File: src/sgc_pkg.sv
package sgc_pkg;

	// clock and bus geometry
	localparam longint unsigned CLK_HZ     = 40_000_000;
	localparam int              ADDR_W     = 8;
	localparam int              DATA_W     = 32;
	localparam int              REG_W      = 16;
	localparam int              BANK_W     = 6;

	// register indices inside a bank; byte address is four times the index
	localparam logic [3:0] IDX_MCAST_0  = 4'h0;
	localparam logic [3:0] IDX_MCAST_1  = 4'h2;
	localparam logic [3:0] IDX_MCAST_2  = 4'h4;
	localparam logic [3:0] IDX_MCAST_3  = 4'h6;
	localparam logic [3:0] IDX_RX_CTRL  = 4'h8;
	localparam logic [3:0] IDX_IDENT    = 4'h0;
	localparam logic [3:0] IDX_CTRL_ONE = 4'h2;
	localparam logic [3:0] IDX_STATUS   = 4'h8;
	localparam logic [3:0] IDX_BANK_SEL = 4'hE;

	// bank numbers
	localparam logic [BANK_W-1:0] BANK_MCAST   = 6'h13;
	localparam logic [BANK_W-1:0] BANK_RSV_LO  = 6'h14;
	localparam logic [BANK_W-1:0] BANK_RSV_HI  = 6'h1F;
	localparam logic [BANK_W-1:0] BANK_SWITCH  = 6'h20;
	localparam logic [BANK_W-1:0] BANK_RESET   = 6'h00;

	// switch_global_control_one fields
	localparam int CTL_PASS_ALL   = 15;
	localparam int CTL_TX_FC      = 13;
	localparam int CTL_RX_FC      = 12;
	localparam int CTL_LEN_CHECK  = 11;
	localparam int CTL_AGE_EN     = 10;
	localparam int CTL_FAST_AGE   = 9;
	localparam int CTL_AGGR_BO    = 8;
	localparam int CTL_INGR_FC    = 5;
	localparam int CTL_RX_2K      = 4;
	localparam int CTL_PASS_PAUSE = 3;
	localparam int CTL_LINK_AGE   = 0;
	localparam logic [REG_W-1:0] CTL_ONE_RESET = 16'h3410;

	// switch_ident_and_start fields
	localparam int ID_START       = 0;
	localparam int ID_REV_LSB     = 1;
	localparam int ID_CHIP_LSB    = 4;
	localparam int ID_FAMILY_LSB  = 8;

	// receive_control_word fields
	localparam int RXC_ALL        = 0;
	localparam int RXC_MCAST      = 1;

	// status word fields
	localparam int ST_FAST_ONCE   = 0;
	localparam int ST_LINK_LSB    = 1;
	localparam int ST_RUNNING     = 3;

	localparam logic [REG_W-1:0] MCAST_RESET = 16'h0000;
	localparam logic [REG_W-1:0] ZERO_WORD   = 16'h0000;

	// frame limits
	localparam logic [15:0] LEN_TYPE_LIMIT = 16'h05DC;
	localparam logic [10:0] MAX_LEN_NO_2K  = 11'h7D0;

	// aging periods
	localparam longint unsigned FAST_AGE_US   = 800;
	localparam longint unsigned NORMAL_AGE_S  = 300;
	localparam longint unsigned FAST_AGE_CYC  = FAST_AGE_US * CLK_HZ / 1_000_000;
	localparam longint unsigned NORMAL_AGE_CYC = NORMAL_AGE_S * CLK_HZ;
	localparam int              AGE_CNT_W     = 34;

	typedef struct packed {
		logic        valid;
		logic [47:0] dest_addr;
		logic [15:0] length_type;
		logic [10:0] payload_len;
		logic [10:0] frame_len;
		logic        crc_bad;
		logic        runt;
		logic        is_pause;
		logic        ingress_over;
	} sgc_frame_s;

	typedef enum logic [2:0] {
		RSN_NONE      = 3'b000,
		RSN_STOPPED   = 3'b001,
		RSN_MCAST     = 3'b010,
		RSN_BAD       = 3'b011,
		RSN_LENGTH    = 3'b100,
		RSN_SIZE      = 3'b101,
		RSN_PAUSE     = 3'b110,
		RSN_INGRESS   = 3'b111
	} sgc_reason_e;

	typedef struct packed {
		logic        valid;
		logic        forward;
		logic        send_pause;
		logic        honor_pause;
		sgc_reason_e reason;
	} sgc_verdict_s;

	typedef struct packed {
		logic switch_run;
		logic tx_flow_ctl;
		logic rx_flow_ctl;
		logic aging_on;
		logic fast_aging;
		logic aggressive_backoff;
	} sgc_ctrl_s;

endpackage : sgc_pkg

File: src/sgc_mc_hash.sv
`timescale 1ns/1ps
module sgc_mc_hash
	import sgc_pkg::*;
(
	input  wire logic [47:0] dest_addr,
	output logic      [5:0]  hash
);

	// ethernet crc, first octet first, each octet lsb first
	function automatic logic [31:0] crc_da(input logic [47:0] da);
		logic [31:0] c;
		logic        fb;
		c = 32'hFFFFFFFF;
		for (int o = 0; o < 6; o++) begin
			for (int b = 0; b < 8; b++) begin
				fb = c[31] ^ da[47 - 8 * o - 7 + b];
				c  = {c[30:0], 1'b0};
				if (fb) begin
					c = c ^ 32'h04C11DB7;
				end
			end
		end
		return c;
	endfunction : crc_da

	logic [31:0] crc;

	assign crc  = crc_da(dest_addr);
	assign hash = crc[31:26];

endmodule : sgc_mc_hash

File: src/sgc_age_timer.sv
`timescale 1ns/1ps
module sgc_age_timer
	import sgc_pkg::*;
#(
	parameter longint unsigned NORMAL_CYC = NORMAL_AGE_CYC,
	parameter longint unsigned FAST_CYC   = FAST_AGE_CYC
)(
	input  wire logic clk,
	input  wire logic rst,
	input  wire logic enable,
	input  wire logic fast,
	input  wire logic restart,
	output logic      tick
);

	localparam logic [AGE_CNT_W-1:0] NORMAL_LAST = AGE_CNT_W'(NORMAL_CYC - 1);
	localparam logic [AGE_CNT_W-1:0] FAST_LAST   = AGE_CNT_W'(FAST_CYC - 1);

	logic [AGE_CNT_W-1:0] cnt_q;
	logic [AGE_CNT_W-1:0] cnt_d;
	logic                 tick_q;
	logic                 at_end;

	// switching period takes effect at once, so a long count never delays fast aging
	assign at_end = fast ? (cnt_q >= FAST_LAST) : (cnt_q >= NORMAL_LAST);
	assign cnt_d  = (restart || !enable || at_end) ? '0 : cnt_q + 1'b1;
	assign tick   = tick_q;

	always_ff @(posedge clk) begin
		if (rst) begin
			cnt_q  <= '0;
			tick_q <= 1'b0;
		end else begin
			cnt_q  <= cnt_d;
			tick_q <= enable && !restart && at_end;
		end
	end

endmodule : sgc_age_timer

File: src/sgc_global_regs.sv
// Summary of operation
// - multicast frame passes when its hash table bit is set; table resets to zero
// - receive-all or receive-multicast control accepts every multicast frame
// - six-bit crc hash; top two bits pick the word, rest the bit
// - banks twenty to thirty-one reserved, bank select still reachable there
// - ident word shows read-only family, chip and revision codes
// - pass-all forwards bad frames, only while sniffer mode is on
// - bit thirteen enables pause generation, reset one; clear means none
// - bit twelve enables honouring received pause, reset one
// - bit eleven drops frames whose length field mismatches, below threshold
// - bit ten enables aging, reset one
// - bit nine selects fast aging period
// - bit eight selects aggressive half-duplex back-off
// - ingress overrun passes the frame when enabled, sending pause if bit thirteen set; otherwise drops it
// - bit four allows 2K frames, reset one; clear drops frames over limit
// - pass-pause bit forwards pause frames instead of filtering
// - link-age bit makes link loss run one fast age cycle, then normal
// - any port unplug ages out all learned addresses
//
// Design decision made here: the APB interface to the registers.
`timescale 1ns/1ps
module sgc_global_regs
	import sgc_pkg::*;
#(
	parameter logic [7:0]      FAMILY_CODE = 8'h5A,
	parameter logic [3:0]      CHIP_CODE   = 4'h3,
	parameter logic [2:0]      REV_CODE    = 3'h2,
	parameter longint unsigned NORMAL_CYC  = NORMAL_AGE_CYC,
	parameter longint unsigned FAST_CYC    = FAST_AGE_CYC
)(
	input  wire logic              clk,
	input  wire logic              rst,
	input  wire logic              psel,
	input  wire logic              penable,
	input  wire logic              pwrite,
	input  wire logic [ADDR_W-1:0] paddr,
	input  wire logic [DATA_W-1:0] pwdata,
	output logic      [DATA_W-1:0] prdata,
	output logic                   pready,
	output logic                   pslverr,
	input  wire sgc_frame_s        frame_in,
	input  wire logic              sniff_mode,
	input  wire logic [1:0]        port_link,
	output sgc_verdict_s           verdict,
	output sgc_ctrl_s              ctrl,
	output logic                   age_tick,
	output logic                   age_flush
);

	// register storage
	logic [REG_W-1:0]  mcast_q [4];
	logic [REG_W-1:0]  rx_ctrl_q;
	logic [REG_W-1:0]  ctrl_one_q;
	logic              start_q;
	logic [BANK_W-1:0] bank_q;

	// bus answer
	logic [DATA_W-1:0] prdata_q;
	logic              pready_q;
	logic              pslverr_q;

	// link pins, two-stage synchroniser
	logic [1:0]        link_meta_q;
	logic [1:0]        link_sync_q;
	logic [1:0]        link_prev_q;

	// aging state
	logic              fast_once_q;
	logic              fast_aging_q;
	logic              age_tick_q;
	logic              age_flush_q;
	logic              timer_tick;

	// frame path
	sgc_verdict_s      verdict_q;
	logic [5:0]        hash;

	// address decode
	wire  [3:0]        idx        = paddr[5:2];
	wire               addr_ok    = (paddr[1:0] == 2'b00) && (paddr[ADDR_W-1:6] == '0);
	wire               in_mcast   = bank_q == BANK_MCAST;
	wire               in_switch  = bank_q == BANK_SWITCH;
	wire               hit_bank   = addr_ok && (idx == IDX_BANK_SEL);
	wire               hit_mc0    = addr_ok && in_mcast && (idx == IDX_MCAST_0);
	wire               hit_mc1    = addr_ok && in_mcast && (idx == IDX_MCAST_1);
	wire               hit_mc2    = addr_ok && in_mcast && (idx == IDX_MCAST_2);
	wire               hit_mc3    = addr_ok && in_mcast && (idx == IDX_MCAST_3);
	wire               hit_rxc    = addr_ok && in_mcast && (idx == IDX_RX_CTRL);
	wire               hit_ident  = addr_ok && in_switch && (idx == IDX_IDENT);
	wire               hit_ctl    = addr_ok && in_switch && (idx == IDX_CTRL_ONE);
	wire               hit_status = addr_ok && in_switch && (idx == IDX_STATUS);
	// reserved banks fall through here: nothing but bank select answers
	wire               hit_any    = hit_bank || hit_mc0 || hit_mc1 || hit_mc2 || hit_mc3
	                                || hit_rxc || hit_ident || hit_ctl || hit_status;

	// access phase takes two cycles: the first loads read data, the second completes
	wire               acc_first  = psel && penable && !pready_q;
	wire               acc_done   = psel && penable && pready_q;
	wire               wr_en      = acc_done && pwrite && hit_any;
	wire [REG_W-1:0]   wdata      = pwdata[REG_W-1:0];

	wire [REG_W-1:0]   ident_word = {FAMILY_CODE, CHIP_CODE, REV_CODE, start_q};
	wire [REG_W-1:0]   status_word;

	assign status_word = {12'h000, start_q, link_sync_q, fast_once_q};

	wire [REG_W-1:0]   rd_word =
		hit_bank   ? {{(REG_W-BANK_W){1'b0}}, bank_q} :
		hit_mc0    ? mcast_q[0] :
		hit_mc1    ? mcast_q[1] :
		hit_mc2    ? mcast_q[2] :
		hit_mc3    ? mcast_q[3] :
		hit_rxc    ? rx_ctrl_q :
		hit_ident  ? ident_word :
		hit_ctl    ? ctrl_one_q :
		hit_status ? status_word :
		ZERO_WORD;

	// APB answer
	always_ff @(posedge clk) begin
		if (rst) begin
			pready_q  <= 1'b0;
			pslverr_q <= 1'b0;
			prdata_q  <= '0;
		end else begin
			pready_q  <= acc_first;
			pslverr_q <= acc_first && !hit_any;
			if (acc_first) begin
				prdata_q <= {{(DATA_W-REG_W){1'b0}}, rd_word};
			end
		end
	end

	assign prdata  = prdata_q;
	assign pready  = pready_q;
	assign pslverr = pslverr_q;

	// register writes; multicast, receive and control-one words stored whole so reserved bits read back
	always_ff @(posedge clk) begin
		if (rst) begin
			for (int i = 0; i < 4; i++) begin
				mcast_q[i] <= MCAST_RESET;
			end
			rx_ctrl_q  <= ZERO_WORD;
			ctrl_one_q <= CTL_ONE_RESET;
			start_q    <= 1'b0;
			bank_q     <= BANK_RESET;
		end else if (wr_en) begin
			if (hit_bank) begin
				bank_q <= wdata[BANK_W-1:0];
			end
			if (hit_mc0) begin
				mcast_q[0] <= wdata;
			end
			if (hit_mc1) begin
				mcast_q[1] <= wdata;
			end
			if (hit_mc2) begin
				mcast_q[2] <= wdata;
			end
			if (hit_mc3) begin
				mcast_q[3] <= wdata;
			end
			if (hit_rxc) begin
				rx_ctrl_q <= wdata;
			end
			if (hit_ident) begin
				start_q <= wdata[ID_START];
			end
			if (hit_ctl) begin
				ctrl_one_q <= wdata;
			end
		end
	end

	// named control bits
	wire c_pass_all   = ctrl_one_q[CTL_PASS_ALL];
	wire c_tx_fc      = ctrl_one_q[CTL_TX_FC];
	wire c_rx_fc      = ctrl_one_q[CTL_RX_FC];
	wire c_len_check  = ctrl_one_q[CTL_LEN_CHECK];
	wire c_age_en     = ctrl_one_q[CTL_AGE_EN];
	wire c_fast_age   = ctrl_one_q[CTL_FAST_AGE];
	wire c_aggr_bo    = ctrl_one_q[CTL_AGGR_BO];
	wire c_ingr_fc    = ctrl_one_q[CTL_INGR_FC];
	wire c_rx_2k      = ctrl_one_q[CTL_RX_2K];
	wire c_pass_pause = ctrl_one_q[CTL_PASS_PAUSE];
	wire c_link_age   = ctrl_one_q[CTL_LINK_AGE];
	wire c_rx_all     = rx_ctrl_q[RXC_ALL];
	wire c_rx_mcast   = rx_ctrl_q[RXC_MCAST];

	assign ctrl.switch_run         = start_q;
	assign ctrl.tx_flow_ctl        = c_tx_fc;
	assign ctrl.rx_flow_ctl        = c_rx_fc;
	assign ctrl.aging_on           = c_age_en;
	assign ctrl.fast_aging         = fast_aging_q;
	assign ctrl.aggressive_backoff = c_aggr_bo;

	// multicast hash lookup
	sgc_mc_hash u_hash (
		.dest_addr (frame_in.dest_addr),
		.hash      (hash)
	);

	wire [REG_W-1:0] hash_word = mcast_q[hash[5:4]];
	wire             hash_bit  = hash_word[hash[3:0]];
	wire             is_group  = frame_in.dest_addr[40];
	wire             mc_ok     = !is_group || c_rx_all || c_rx_mcast || hash_bit;

	// pass-all is a debug aid; without sniffing it must not leak bad frames
	wire             is_bad    = frame_in.crc_bad || frame_in.runt;
	wire             bad_ok    = !is_bad || (c_pass_all && sniff_mode);

	wire             len_field = frame_in.length_type < LEN_TYPE_LIMIT;
	wire             len_match = frame_in.length_type == {5'h00, frame_in.payload_len};
	wire             len_ok    = !c_len_check || !len_field || len_match;

	wire             size_ok   = c_rx_2k || (frame_in.frame_len <= MAX_LEN_NO_2K);
	wire             pause_ok  = !frame_in.is_pause || c_pass_pause;
	wire             ingr_ok   = !frame_in.ingress_over || c_ingr_fc;

	wire             fwd       = start_q && mc_ok && bad_ok && len_ok && size_ok
	                             && pause_ok && ingr_ok;
	// pause on ingress overrun still needs transmit flow control on
	wire             send_p    = start_q && frame_in.ingress_over && c_ingr_fc && c_tx_fc;
	wire             honor_p   = start_q && frame_in.is_pause && c_rx_fc;

	sgc_reason_e     reason;

	assign reason = !start_q  ? RSN_STOPPED :
	                !bad_ok   ? RSN_BAD :
	                !size_ok  ? RSN_SIZE :
	                !len_ok   ? RSN_LENGTH :
	                !mc_ok    ? RSN_MCAST :
	                !pause_ok ? RSN_PAUSE :
	                !ingr_ok  ? RSN_INGRESS :
	                RSN_NONE;

	always_ff @(posedge clk) begin
		if (rst) begin
			verdict_q <= '0;
		end else begin
			verdict_q.valid       <= frame_in.valid;
			verdict_q.forward     <= frame_in.valid && fwd;
			verdict_q.send_pause  <= frame_in.valid && send_p;
			verdict_q.honor_pause <= frame_in.valid && honor_p;
			verdict_q.reason      <= frame_in.valid ? reason : RSN_NONE;
		end
	end

	assign verdict = verdict_q;

	// link pins come from the phy side, outside this clock
	always_ff @(posedge clk) begin
		if (rst) begin
			link_meta_q <= 2'b00;
			link_sync_q <= 2'b00;
			link_prev_q <= 2'b00;
		end else begin
			link_meta_q <= port_link;
			link_sync_q <= link_meta_q;
			link_prev_q <= link_sync_q;
		end
	end

	wire link_lost = |(link_prev_q & ~link_sync_q);

	// restart the period on link loss so the single fast cycle runs in full
	sgc_age_timer #(
		.NORMAL_CYC (NORMAL_CYC),
		.FAST_CYC   (FAST_CYC)
	) u_timer (
		.clk     (clk),
		.rst     (rst),
		.enable  (c_age_en),
		.fast    (c_fast_age || fast_once_q),
		.restart (link_lost && c_link_age),
		.tick    (timer_tick)
	);

	always_ff @(posedge clk) begin
		if (rst) begin
			fast_once_q  <= 1'b0;
			fast_aging_q <= 1'b0;
			age_tick_q   <= 1'b0;
			age_flush_q  <= 1'b0;
		end else begin
			// registered so the output level comes from a flop, one cycle behind
			fast_aging_q <= c_fast_age || fast_once_q;
			age_tick_q  <= timer_tick;
			age_flush_q <= link_lost;
			// a new link loss wins over the end of the current fast cycle
			if (link_lost && c_link_age) begin
				fast_once_q <= 1'b1;
			end else if (timer_tick || !c_link_age) begin
				fast_once_q <= 1'b0;
			end
		end
	end

	assign age_tick  = age_tick_q;
	assign age_flush = age_flush_q;

endmodule : sgc_global_regs

File: config.mk
export PLATFORM = sky130hd
export DESIGN_NAME = sgc_global_regs
export DESIGN_NICKNAME = d
export VERILOG_FILES = /design/src/sgc_pkg.sv /design/src/sgc_mc_hash.sv /design/src/sgc_age_timer.sv /design/src/sgc_global_regs.sv
export SDC_FILE = /design/constraint.sdc
export NUM_CORES = 1
export LEC_CHECK = 0
export CORE_AREA = 2 2 156 128
export DETAILED_ROUTE_END_ITERATION = 8
export DIE_AREA = 0 0 158 130
export DONT_BUFFER_PORTS = 1
export PLACE_DENSITY = 0.75
export SYNTH_ARGS = -nofsm -noshare
export SYNTH_HDL_FRONTEND = slang
export SYNTH_SLANG_ARGS = --single-unit
File: constraint.sdc
create_clock -name clk -period 10.1 [get_ports clk]
set_input_delay 1.515 -clock clk [delete_from_list [all_inputs] [get_ports clk]]
set_output_delay 1.515 -clock clk [all_outputs]
set_load 0.05 [all_outputs]
# [Word-level counts from Yosys, hierarchy flattened]
# Memories as Yosys holds them, arrays and structs flattened.
# Cells that the tools add are included.
[classes] add_sub_neg=1 n_lt_le_gt_ge=5 eq_ne=8 n_mux=91 bitwise=103 n_reduce_logical=82
[ops] op="2-to-1 mux 27 bit" n=48
[ops] op="NOT 14 bit" n=47
[ops] op="2-to-1 mux 16 bit" n=12
[ops] op="bitwise XOR 1 bit" n=42
[ops] op="logical AND 1 bit" n=36
[ops] op="adder 34 x 1 -> 34 bit, second input constant" n=1
[ops] op="greater-or-equal comparator 34 x 15 -> 1 bit, second input constant" n=1
[ops] op="greater-or-equal comparator 34 bit, second input constant" n=1
[ops] op="2-to-1 mux 1 bit" n=23
[ops] op="logical OR 1 bit" n=22
[ops] op="equality test 16 x 11 -> 1 bit" n=1
[ops] op="less-than comparator 16 x 11 -> 1 bit, second input constant" n=1
[ops] op="2-to-1 mux 3 bit" n=5
[ops] op="less-or-equal comparator 11 bit, second input constant" n=1
[ops] op="zero test 1 bit" n=11
[ops] op="equality test 4 x 3 -> 1 bit, second input constant" n=2
[ops] op="equality test 4 bit, second input constant" n=2
[ops] op="AND reduction 2 bit" n=4
[ops] op="equality test 6 x 5 -> 1 bit, second input constant" n=1
[ops] op="equality test 6 bit, second input constant" n=1
[ops] op="OR reduction 2 bit" n=3
[ops] op="less-than comparator 4 x 5 -> 1 bit, second input constant" n=1
[ops] op="bitwise XOR 1 bit, first input constant" n=5
[ops] op="binary-select mux 1 bit (select 4 bit)" n=1
[ops] op="other kinds (12)" n=18
[totals] ff_bits=109 ramBits=64 output_inout_bits=49 elab_cells=314 n_memories=1
[mem_list] name="mcast_q" depth=4 width=16 read_ports=5 rd_ports_with_merged_regs=0 write_ports=4 line_no="sgc_global_regs.sv:51" source="logic [REG_W-1:0] mcast_q [4];"

# [Longest topological paths before layout]
# Gate-level depths: netlist (run 1).
[depth] word_depth=105 mapped_depth=17 mapped_depth_nobuf=14

# [Modules after synthesis]
# Synthesis (run 1) repeated with hierarchy kept, for this count alone.
[unflattened] cells_unflattened=1082 hier_area_um2=11259.5
[by_module_without_submodules] mod="sgc_global_regs" instances=1 cells_per_inst=696 area_each_um2=7168.1 seq_area_each_um2=3403.3
[by_module_without_submodules] mod="sgc_mc_hash" instances=1 cells_per_inst=193 area_each_um2=2324.7 seq_area_each_um2=0.0
[by_module_without_submodules] mod="sgc_age_timer" instances=1 cells_per_inst=193 area_each_um2=1766.7 seq_area_each_um2=700.7

# [Least setup slack after synthesis (run 1)]
# No wires, ideal clock.
[synth_path] path_kind="input to register" start="input port frame_in[87] in the netlist's numbering" end="register verdict_q (netlist bit verdict[0])" arrival_ps=5861 slack_ps=4179 cell_stages=15 n_path_buf=1 cell_sequence="buf_2 -> xnor3_1 -> xor2_2 -> xnor3_1 -> xnor3_1 -> xnor2_1 -> xnor3_1 -> xnor3_2 -> xnor2_4 -> mux2i_1 -> mux4_2 -> o2111ai_2 -> o2111ai_2 -> a2111oi_2 -> o31a_1"
[synth_via] elab_chain_len=64
[synth_lines] element="start, declared" line_no="sgc_global_regs.sv:41" source="input wire sgc_frame_s frame_in,"
[synth_lines] element="bitwise XOR 1 bit (*)" line_no="sgc_mc_hash.sv:16" source="fb = c[31] ^ da[47 - 8 * o - 7 + b];"
[synth_lines] element="2-to-1 mux 27 bit (*)" line_no="sgc_mc_hash.sv:18" source="if (fb) begin"
[synth_lines] element="2-to-1 mux 27 bit / NOT 14 bit (equally long branches)"
[synth_lines] element="2-to-1 mux 27 bit" line_no="sgc_mc_hash.sv:18"
[synth_lines] element="2-to-1 mux 27 bit / NOT 14 bit (equally long branches)"
[synth_lines] element="2-to-1 mux 27 bit (2 in series)" line_no="sgc_mc_hash.sv:18"
[synth_lines] element="NOT 14 bit (no line)"
[synth_lines] element="2-to-1 mux 27 bit" line_no="sgc_mc_hash.sv:18"
[synth_lines] element="(+47 left out)"
[synth_lines] element="binary-select mux 1 bit (select 4 bit) (*)" line_no="sgc_global_regs.sv:205" source="wire hash_bit = hash_word[hash[3:0]];"
[synth_lines] element="2-to-1 mux 1 bit (not written as such) (*)" line_no="sgc_global_regs.sv:205"
[synth_lines] element="logical OR 1 bit (*)" line_no="sgc_global_regs.sv:207" source="wire mc_ok = !is_group || c_rx_all || c_rx_mcast || hash_bit;"
[synth_lines] element="2-to-1 mux 3 bit (*)" line_no="sgc_global_regs.sv:233" source="!mc_ok ? RSN_MCAST :"
[synth_lines] element="2-to-1 mux 3 bit (*)" line_no="sgc_global_regs.sv:232" source="!len_ok ? RSN_LENGTH :"
[synth_lines] element="2-to-1 mux 3 bit (*)" line_no="sgc_global_regs.sv:231" source="!size_ok ? RSN_SIZE :"
[synth_lines] element="2-to-1 mux 2 bit (*)" line_no="sgc_global_regs.sv:230" source="!bad_ok ? RSN_BAD :"
[synth_lines] element="2-to-1 mux 1 bit (*)" line_no="sgc_global_regs.sv:229" source="assign reason = !start_q ? RSN_STOPPED :"
[synth_lines] element="end, declared" line_no="sgc_global_regs.sv:75" source="sgc_verdict_s verdict_q;"
# Every way passes the cells marked *; elsewhere a longest branch is shown, timed or not. The select of a mux whose other input is x is not followed.
# A chain may end at the register's enable or synchronous reset.

# [Worst setup path after layout (run 1)]
[layout_path] start="input port frame_in[89] in the netlist's numbering" end="register verdict_q (netlist bit verdict[0])"
[layout_via] elab_chain_len=60
[layout_lines] element="bitwise XOR 1 bit (*)" line_no="sgc_mc_hash.sv:16"
[layout_lines] element="2-to-1 mux 27 bit (*)" line_no="sgc_mc_hash.sv:18"
[layout_lines] element="2-to-1 mux 27 bit" line_no="sgc_mc_hash.sv:18"
[layout_lines] element="2-to-1 mux 27 bit / NOT 14 bit (equally long branches)"
[layout_lines] element="2-to-1 mux 27 bit" line_no="sgc_mc_hash.sv:18"
[layout_lines] element="2-to-1 mux 27 bit / NOT 14 bit (equally long branches)"
[layout_lines] element="2-to-1 mux 27 bit" line_no="sgc_mc_hash.sv:18"
[layout_lines] element="NOT 14 bit (no line) / 2-to-1 mux 27 bit (equally long branches)"
[layout_lines] element="(+44 left out)"
[layout_lines] element="binary-select mux 1 bit (select 4 bit) (*)" line_no="sgc_global_regs.sv:205"
[layout_lines] element="2-to-1 mux 1 bit (not written as such) (*)" line_no="sgc_global_regs.sv:205"
[layout_lines] element="logical OR 1 bit (*)" line_no="sgc_global_regs.sv:207"
[layout_lines] element="2-to-1 mux 3 bit (*)" line_no="sgc_global_regs.sv:233"
[layout_lines] element="2-to-1 mux 3 bit (*)" line_no="sgc_global_regs.sv:232"
[layout_lines] element="2-to-1 mux 3 bit (*)" line_no="sgc_global_regs.sv:231"
[layout_lines] element="2-to-1 mux 2 bit (*)" line_no="sgc_global_regs.sv:230"
[layout_lines] element="2-to-1 mux 1 bit (*)" line_no="sgc_global_regs.sv:229"
# Marks and branches as above.

==> flow_summary.ini, run 1 <==
[run_status]
status = finished, final reports clean

[synth]
synth_common_cells = xnor2_1, dfxtp_1, nor2_1
async_reset_ff_frac = 0
synth_area_leader_cell = dfxtp_1
ys_seq_area_frac = 0.367
ys_top_cells_by_area = dfxtp_1, edfxtp_1, xnor3_1
synth_edf_count = 64
ys_warn_count = 0
syn_area_per_cell_um2 = 10.5
ys_types = 65
synth_top_area_frac = 0.195
synthFlopType = dfxtp_1
synth_area_um2 = 11200
ys_ff_latch = 173
synthCells = 1067
synth.most_common_cell = xnor2_1

[die]
die-area_um2 = 20500
initial_utilization = 0.582
core_area_um2 = 19200
io_pins = 188
core.rowCount = 46
die_width_um = 158
die_h_um = 130

[clocking]
cts_resized = 0
root_buffer = clkbuf_16
post-cts-setup-buffer-count = 0
cts_hold_buf = 0
clock_latency_ns = 0.44
cts_max_level = 4
clock_tree.buffer_depth = 2
cts_num_sinks = 173
cts.clk_slew.worst_paths_ns = 0.06
cts_buffers = 17
tritoncts = done

[grt]
grt_max_degree = 57
grt_pass1_vias = 7490
grt_usage = 0.265
grt.overflow.total = 0
grt_pass1_wl_um = 41000
antenna_found_initial = 0

[sta]
tightestPinTransition_ns = 1.27
period_share = 0.629
hold_viol_final = 0
slew-limit-headroom = 0.150
final_max_slew_viol_count = 0
setup_viol = 0
fin_crit_ns = 6.35
fmax_ghz = 0.157
fin_worst_skew_ns = 0.0125
rsz0062_at_grt = false
setup_tns_ns = 0

[route]
drc = 0
vias_per_cell = 5.97
vias = 7849
wl_per_cell_um = 20.6
drt_iter0_drc = 662
ant_nets = 0
drt_first_pass_iters = 5
wl_um = 27100

[final_layout]
layout.nets = 1178
fill_cells = 1594
drive_above_1_share = 0.0904
syn_to_final_growth_pct = 6.33
multi_input_area_um2 = 6740
seqCellArea_um2 = 4100
diodes = 0

[worst_setup_path]
path_max_fanout = 19
crit_chain = xnor2_2, xor3_2, xor2_1, xor3_1, xnor3_1, xnor2_2, xnor3_1, mux2i_1, mux2i_1, o32ai_1, nor4_1, o2111ai_2, a2111oi_2, o31a_1
cp_num_buf_inv = 0
worstPathRequired_ns = 10.47
slowest_delay_ns = 0.97
slowest_stage = xnor3_1
reg2reg_slack_ns = 5.77
crit_family = XOR/XNOR gates
path_class = in -> reg
crit_path_end_kind = flip-flop
start_kind = input port
critPathArrivalTime_ns = 6.72

[placed_design]
dpl.hpwl_um = 20000
portBuffers = 0
gp_congestion = 0.871

[worst_hold_path]
worst_hold_path_type = reg -> reg

[run]
maxCapViolCount = 0
## cells by family (layout without fill, tap and decap cells)
| kind of cell | Yosys count | count (layout) | synth area share |
|---|---|---|---|
| AND/OR/NAND/NOR | 361 | 361 | 0.162 |
| XOR/XNOR | 242 | 242 | 0.276 |
| flip-flops | 173 | 173 | 0.367 |
| AO/OA/AOI/OAI | 125 | 125 | 0.0772 |
| buffers and inverters | 89 | 58 | 0.0401 |
| multiplexers | 75 | 75 | 0.0767 |
| adder cells (fa/ha/maj) | 1 | 1 | 0.00112 |
| other | 1 | 16 | 0.000335 |
## cell usage in the layout, fill, tap and decap left out, types with 19 or more instances in the layout
cell / netlist / routed
a21oi_1: 43 / 43
nor2_1: 97 / 97
nand3_1: 27 / 27
dfxtp_1: 109 / 109
nand2_1: 66 / 66
and2_1: 71 / 71
xnor3_1: 49 / 49
xor2_1: 59 / 59
xnor2_1: 110 / 109
nor3_1: 21 / 19
edfxtp_1: 64 / 64
mux2i_1: 61 / 61
## through the flow
step	area (um2)	hold WS [ns]	worst slack (ns)	instances	utilization
2_1_floorplan	11300	0.410	4.18	1082	-
3_3_place_gp	11300	0.422	3.34	1283	0.589
3_5_place_dp	11300	0.427	3.31	1283	0.589
4_1_cts	11900	0.443	3.75	1315	0.619
5_1_grt	11900	0.454	3.47	1315	0.619
6_report	11900	0.438	3.75	1315	0.619
## state kept, by name (all words and copies together), names as in the netlist, 2 cells and up
name           cells
prdata            16
rx_ctrl_q         16
link_prev_q        2
verdict            7
bank_q             6
link_sync_q        2
link_meta_q        2
mcast_q           64
u_timer.cnt_q     34
ctrl_one_q        16
## worst reg2reg max path: stages, from the launching register on
cell and delay (ns):
dfxtp_1 0.33, or3_1 0.39, or4_1 0.63, or4_1 0.79, nor2_1 0.20, a211o_1 0.18
nor2b_1 0.25, nand2_1 0.19, nor2_1 0.98, and2_1 0.26
## worst paths after layout
| check | from | to | cells after the start |
|---|---|---|---|
| worst max-delay path | frame_in[89] | verdict[0] | 14 |
| worst min-delay path | link_meta_q[1] | link_sync_q[1] | 1 |
| worst max register to register | bank_q[2] | mcast_q[1][11] | 9 |
| worst min register to register | link_meta_q[1] | link_sync_q[1] | 1 |
## area by class of cell
cell class	count	area share
multi-input cells	820	0.566
flip-flops and latches	173	0.345
clock buffers	17	0.0357
well taps	264	0.0278
clock inverters	15	0.0130
repair buffers	14	0.00883
inverters	12	0.00378
## per-layer routing
metal	part of all wire	vias to the layer above	track usage
met5	0	-	0
met4	0.018	0	0.0779
met3	0.094	35	0.0704
met2	0.45	323	0.413
met1	0.43	3819	0.366
li1	-	3672	-
Power of run 1 is not shown: default switching activity piles up to over one toggle a cycle in this logic, so the estimate is an artifact.
==> run 2, diff against run 1 <==
Settings changed: ABC_AREA set to 1, CORE_AREA 2 2 156 128 to 2 2 179 146, DIE_AREA 0 0 158 130 to 0 0 181 148, PLACE_DENSITY 0.75 to 0.76.
Clock period 10.1 ns to 5.2 ns, I/O delays scaled along.
==> flow_summary.ini, run 2 <==
[final_layout]
regMostFlops = mcast_q
top_regs = mcast_q: 64 flops, u_timer.cnt_q: 34 flops
layout.nets = 2402
final_common_cell = nand2_1
fin_util = 0.610
fill_cells = 2386
syn_to_final_growth_pct = 5.31
seqCellArea_um2 = 4100
multi_input_area_um2 = 8850
drive_above_1_share = 0.111
largest_reg_flops = 64
mostFrequentLayoutCells = nand2_1, nand3_1, inv_1

[clocking]
cts_resized = 0
tritoncts = done
post-cts-setup-buffer-count = 0
cts_hold_buf = 0
cts.clk_slew.worst_paths_ns = 0.07
cts_max_level = 4
root_buffer = clkbuf_16
cts_buffers = 17
clock_latency_ns = 0.44
clock_tree.buffer_depth = 2
cts_num_sinks = 173

[placed_design]
portBuffers = 0
post-place-ws_ns = 0.137
dpl.hpwl_um = 32800
gp_congestion = 0.920

[worst_setup_path]
path_max_fanout = 31
slowest_delay_ns = 0.34
crit_family = simple AND/OR/NAND/NOR gates
path_class = in -> reg
start_kind = input port
worstSetupStartpoint = frame_in[87]
timing.rr.start = u_timer.cnt_q[0]
crit_path_end_kind = flip-flop
path_common_cell = nand2_1
worstPathRequired_ns = 5.57
cp_num_buf_inv = 3
slowest_stage = buf_4
critPathArrivalTime_ns = 5.09

[synth]
synth_edf_count = 64
synthCells = 2278
ys_types = 59
ys_seq_area_frac = 0.284
synth_top_area_frac = 0.200
synth_common_cells = nand2_1, nand3_1, inv_1
synth_area_um2 = 14500
ys_ff_latch = 173
syn_area_per_cell_um2 = 6.35
synthFlopType = dfxtp_1
synth.most_common_cell = nand2_1
synth_area_leader_cell = nand2_1
ys_top_cells_by_area = nand2_1, dfxtp_1, edfxtp_1
ys_warn_count = 0
async_reset_ff_frac = 0

[grt]
grt_max_degree = 41
antenna_found_initial = 2
grt_usage = 0.307
grt_pass1_vias = 13000
grt_pass1_wl_um = 65800
grt.overflow.total = 0

[sta]
layout_setup_ws_ns = 0.487
period_share = 0.906
fmax_ghz = 0.212
setup_viol = 0
slew-limit-headroom = 0.306
tightestPinTransition_ns = 1.04
setup_tns_ns = 0
fin_crit_ns = 4.71
hold_viol_final = 0
rsz0062_at_grt = false
fin_worst_skew_ns = 0.0116
final_max_slew_viol_count = 0

[worst_hold_path]
hold_start = link_meta_q[0]
worst_hold_path_type = reg -> reg

[run]
maxCapViolCount = 0

[die]
core_area_um2 = 25000
core.rowCount = 52
die_width_um = 181
die_h_um = 148
die-area_um2 = 26800
io_pins = 188
initial_utilization = 0.579

[power]
powerDensity_nw_per_um2 = 770
p_leak_nw = 7.47
peakVddDrop_v = 0.000983

[route]
ant_nets = 0
wl_per_cell_um = 16.0
drc = 0
drt_first_pass_iters = 5
wl_um = 41500
vias = 14500
vias_per_cell = 5.58
drt_iter0_drc = 1316

[run_status]
status = finished, final reports clean
==> run 2: area by class of cell <==
cell class,count,share of cell area
multi-input cells,1758,0.581
flip-flops and latches,173,0.269
inverters,291,0.0728
clock buffers,22,0.0333
well taps,324,0.0266
repair buffers,21,0.0112
clock inverters,10,0.00575
diodes,1,0.000164
==> run 2: through the flow <==
stage / hold WS, ns / power, W / cells / instance area [um2]
after floorplan: 0.388 / 0.00866 / 2293 / 14500
after global placement: 0.395 / 0.0101 / 2567 / 14600
after detailed placement: 0.408 / 0.0103 / 2567 / 14600
after CTS: 0.409 / 0.0116 / 2599 / 15200
after global routing: 0.406 / 0.0127 / 2600 / 15200
final: 0.407 / 0.0117 / 2600 / 15200
==> run 2: worst paths after layout <==
| kind | endpoint | slack, ns | cells after the start |
|---|---|---|---|
| max reg2reg | u_timer.cnt_q[29] | 1.48 | 18 |
| min | link_sync_q[0] | 0.41 | 2 |
| min reg2reg | link_sync_q[0] | 0.41 | 2 |
| max | verdict[1] | 0.49 | 36 |
==> run 2: tightest hold or removal path: cells and delay by family (launching register included) <==
family,cells,cell delay [ns]
flops,1,0.30
simple gates,1,0.03
buf+inv,1,0.04
==> run 2: cells by family after synthesis <==
family,Yosys count,synth area share
DFF,173,0.284
xor gates and xnor gates,104,0.0668
other,1,0.000259
adders and majority gates,1,0.000864
buffers and inverters,362,0.109
AOI/OAI and AO/OA,206,0.0872
and+or+nand+nor,1431,0.452
==> run 2: layer usage <==
| metal | part of all wire | track usage |
|---|---|---|
| met5 | 0 | 0 |
| met4 | 0.021 | 0.0720 |
| met3 | 0.11 | 0.0719 |
| met2 | 0.43 | 0.479 |
| met1 | 0.44 | 0.431 |
==> run 2: power by group <==
part | leakage, nW | total (W) | internal [W] | switching, W
Combinational | 5.69 | 0.00900 | 0.00286 | 0.00614
Clock | 0.287 | 0.00129 | 0.000713 | 0.000575
Sequential | 1.49 | 0.00145 | 0.00143 | 0.0000192
Power figures use the tool's default switching activity.
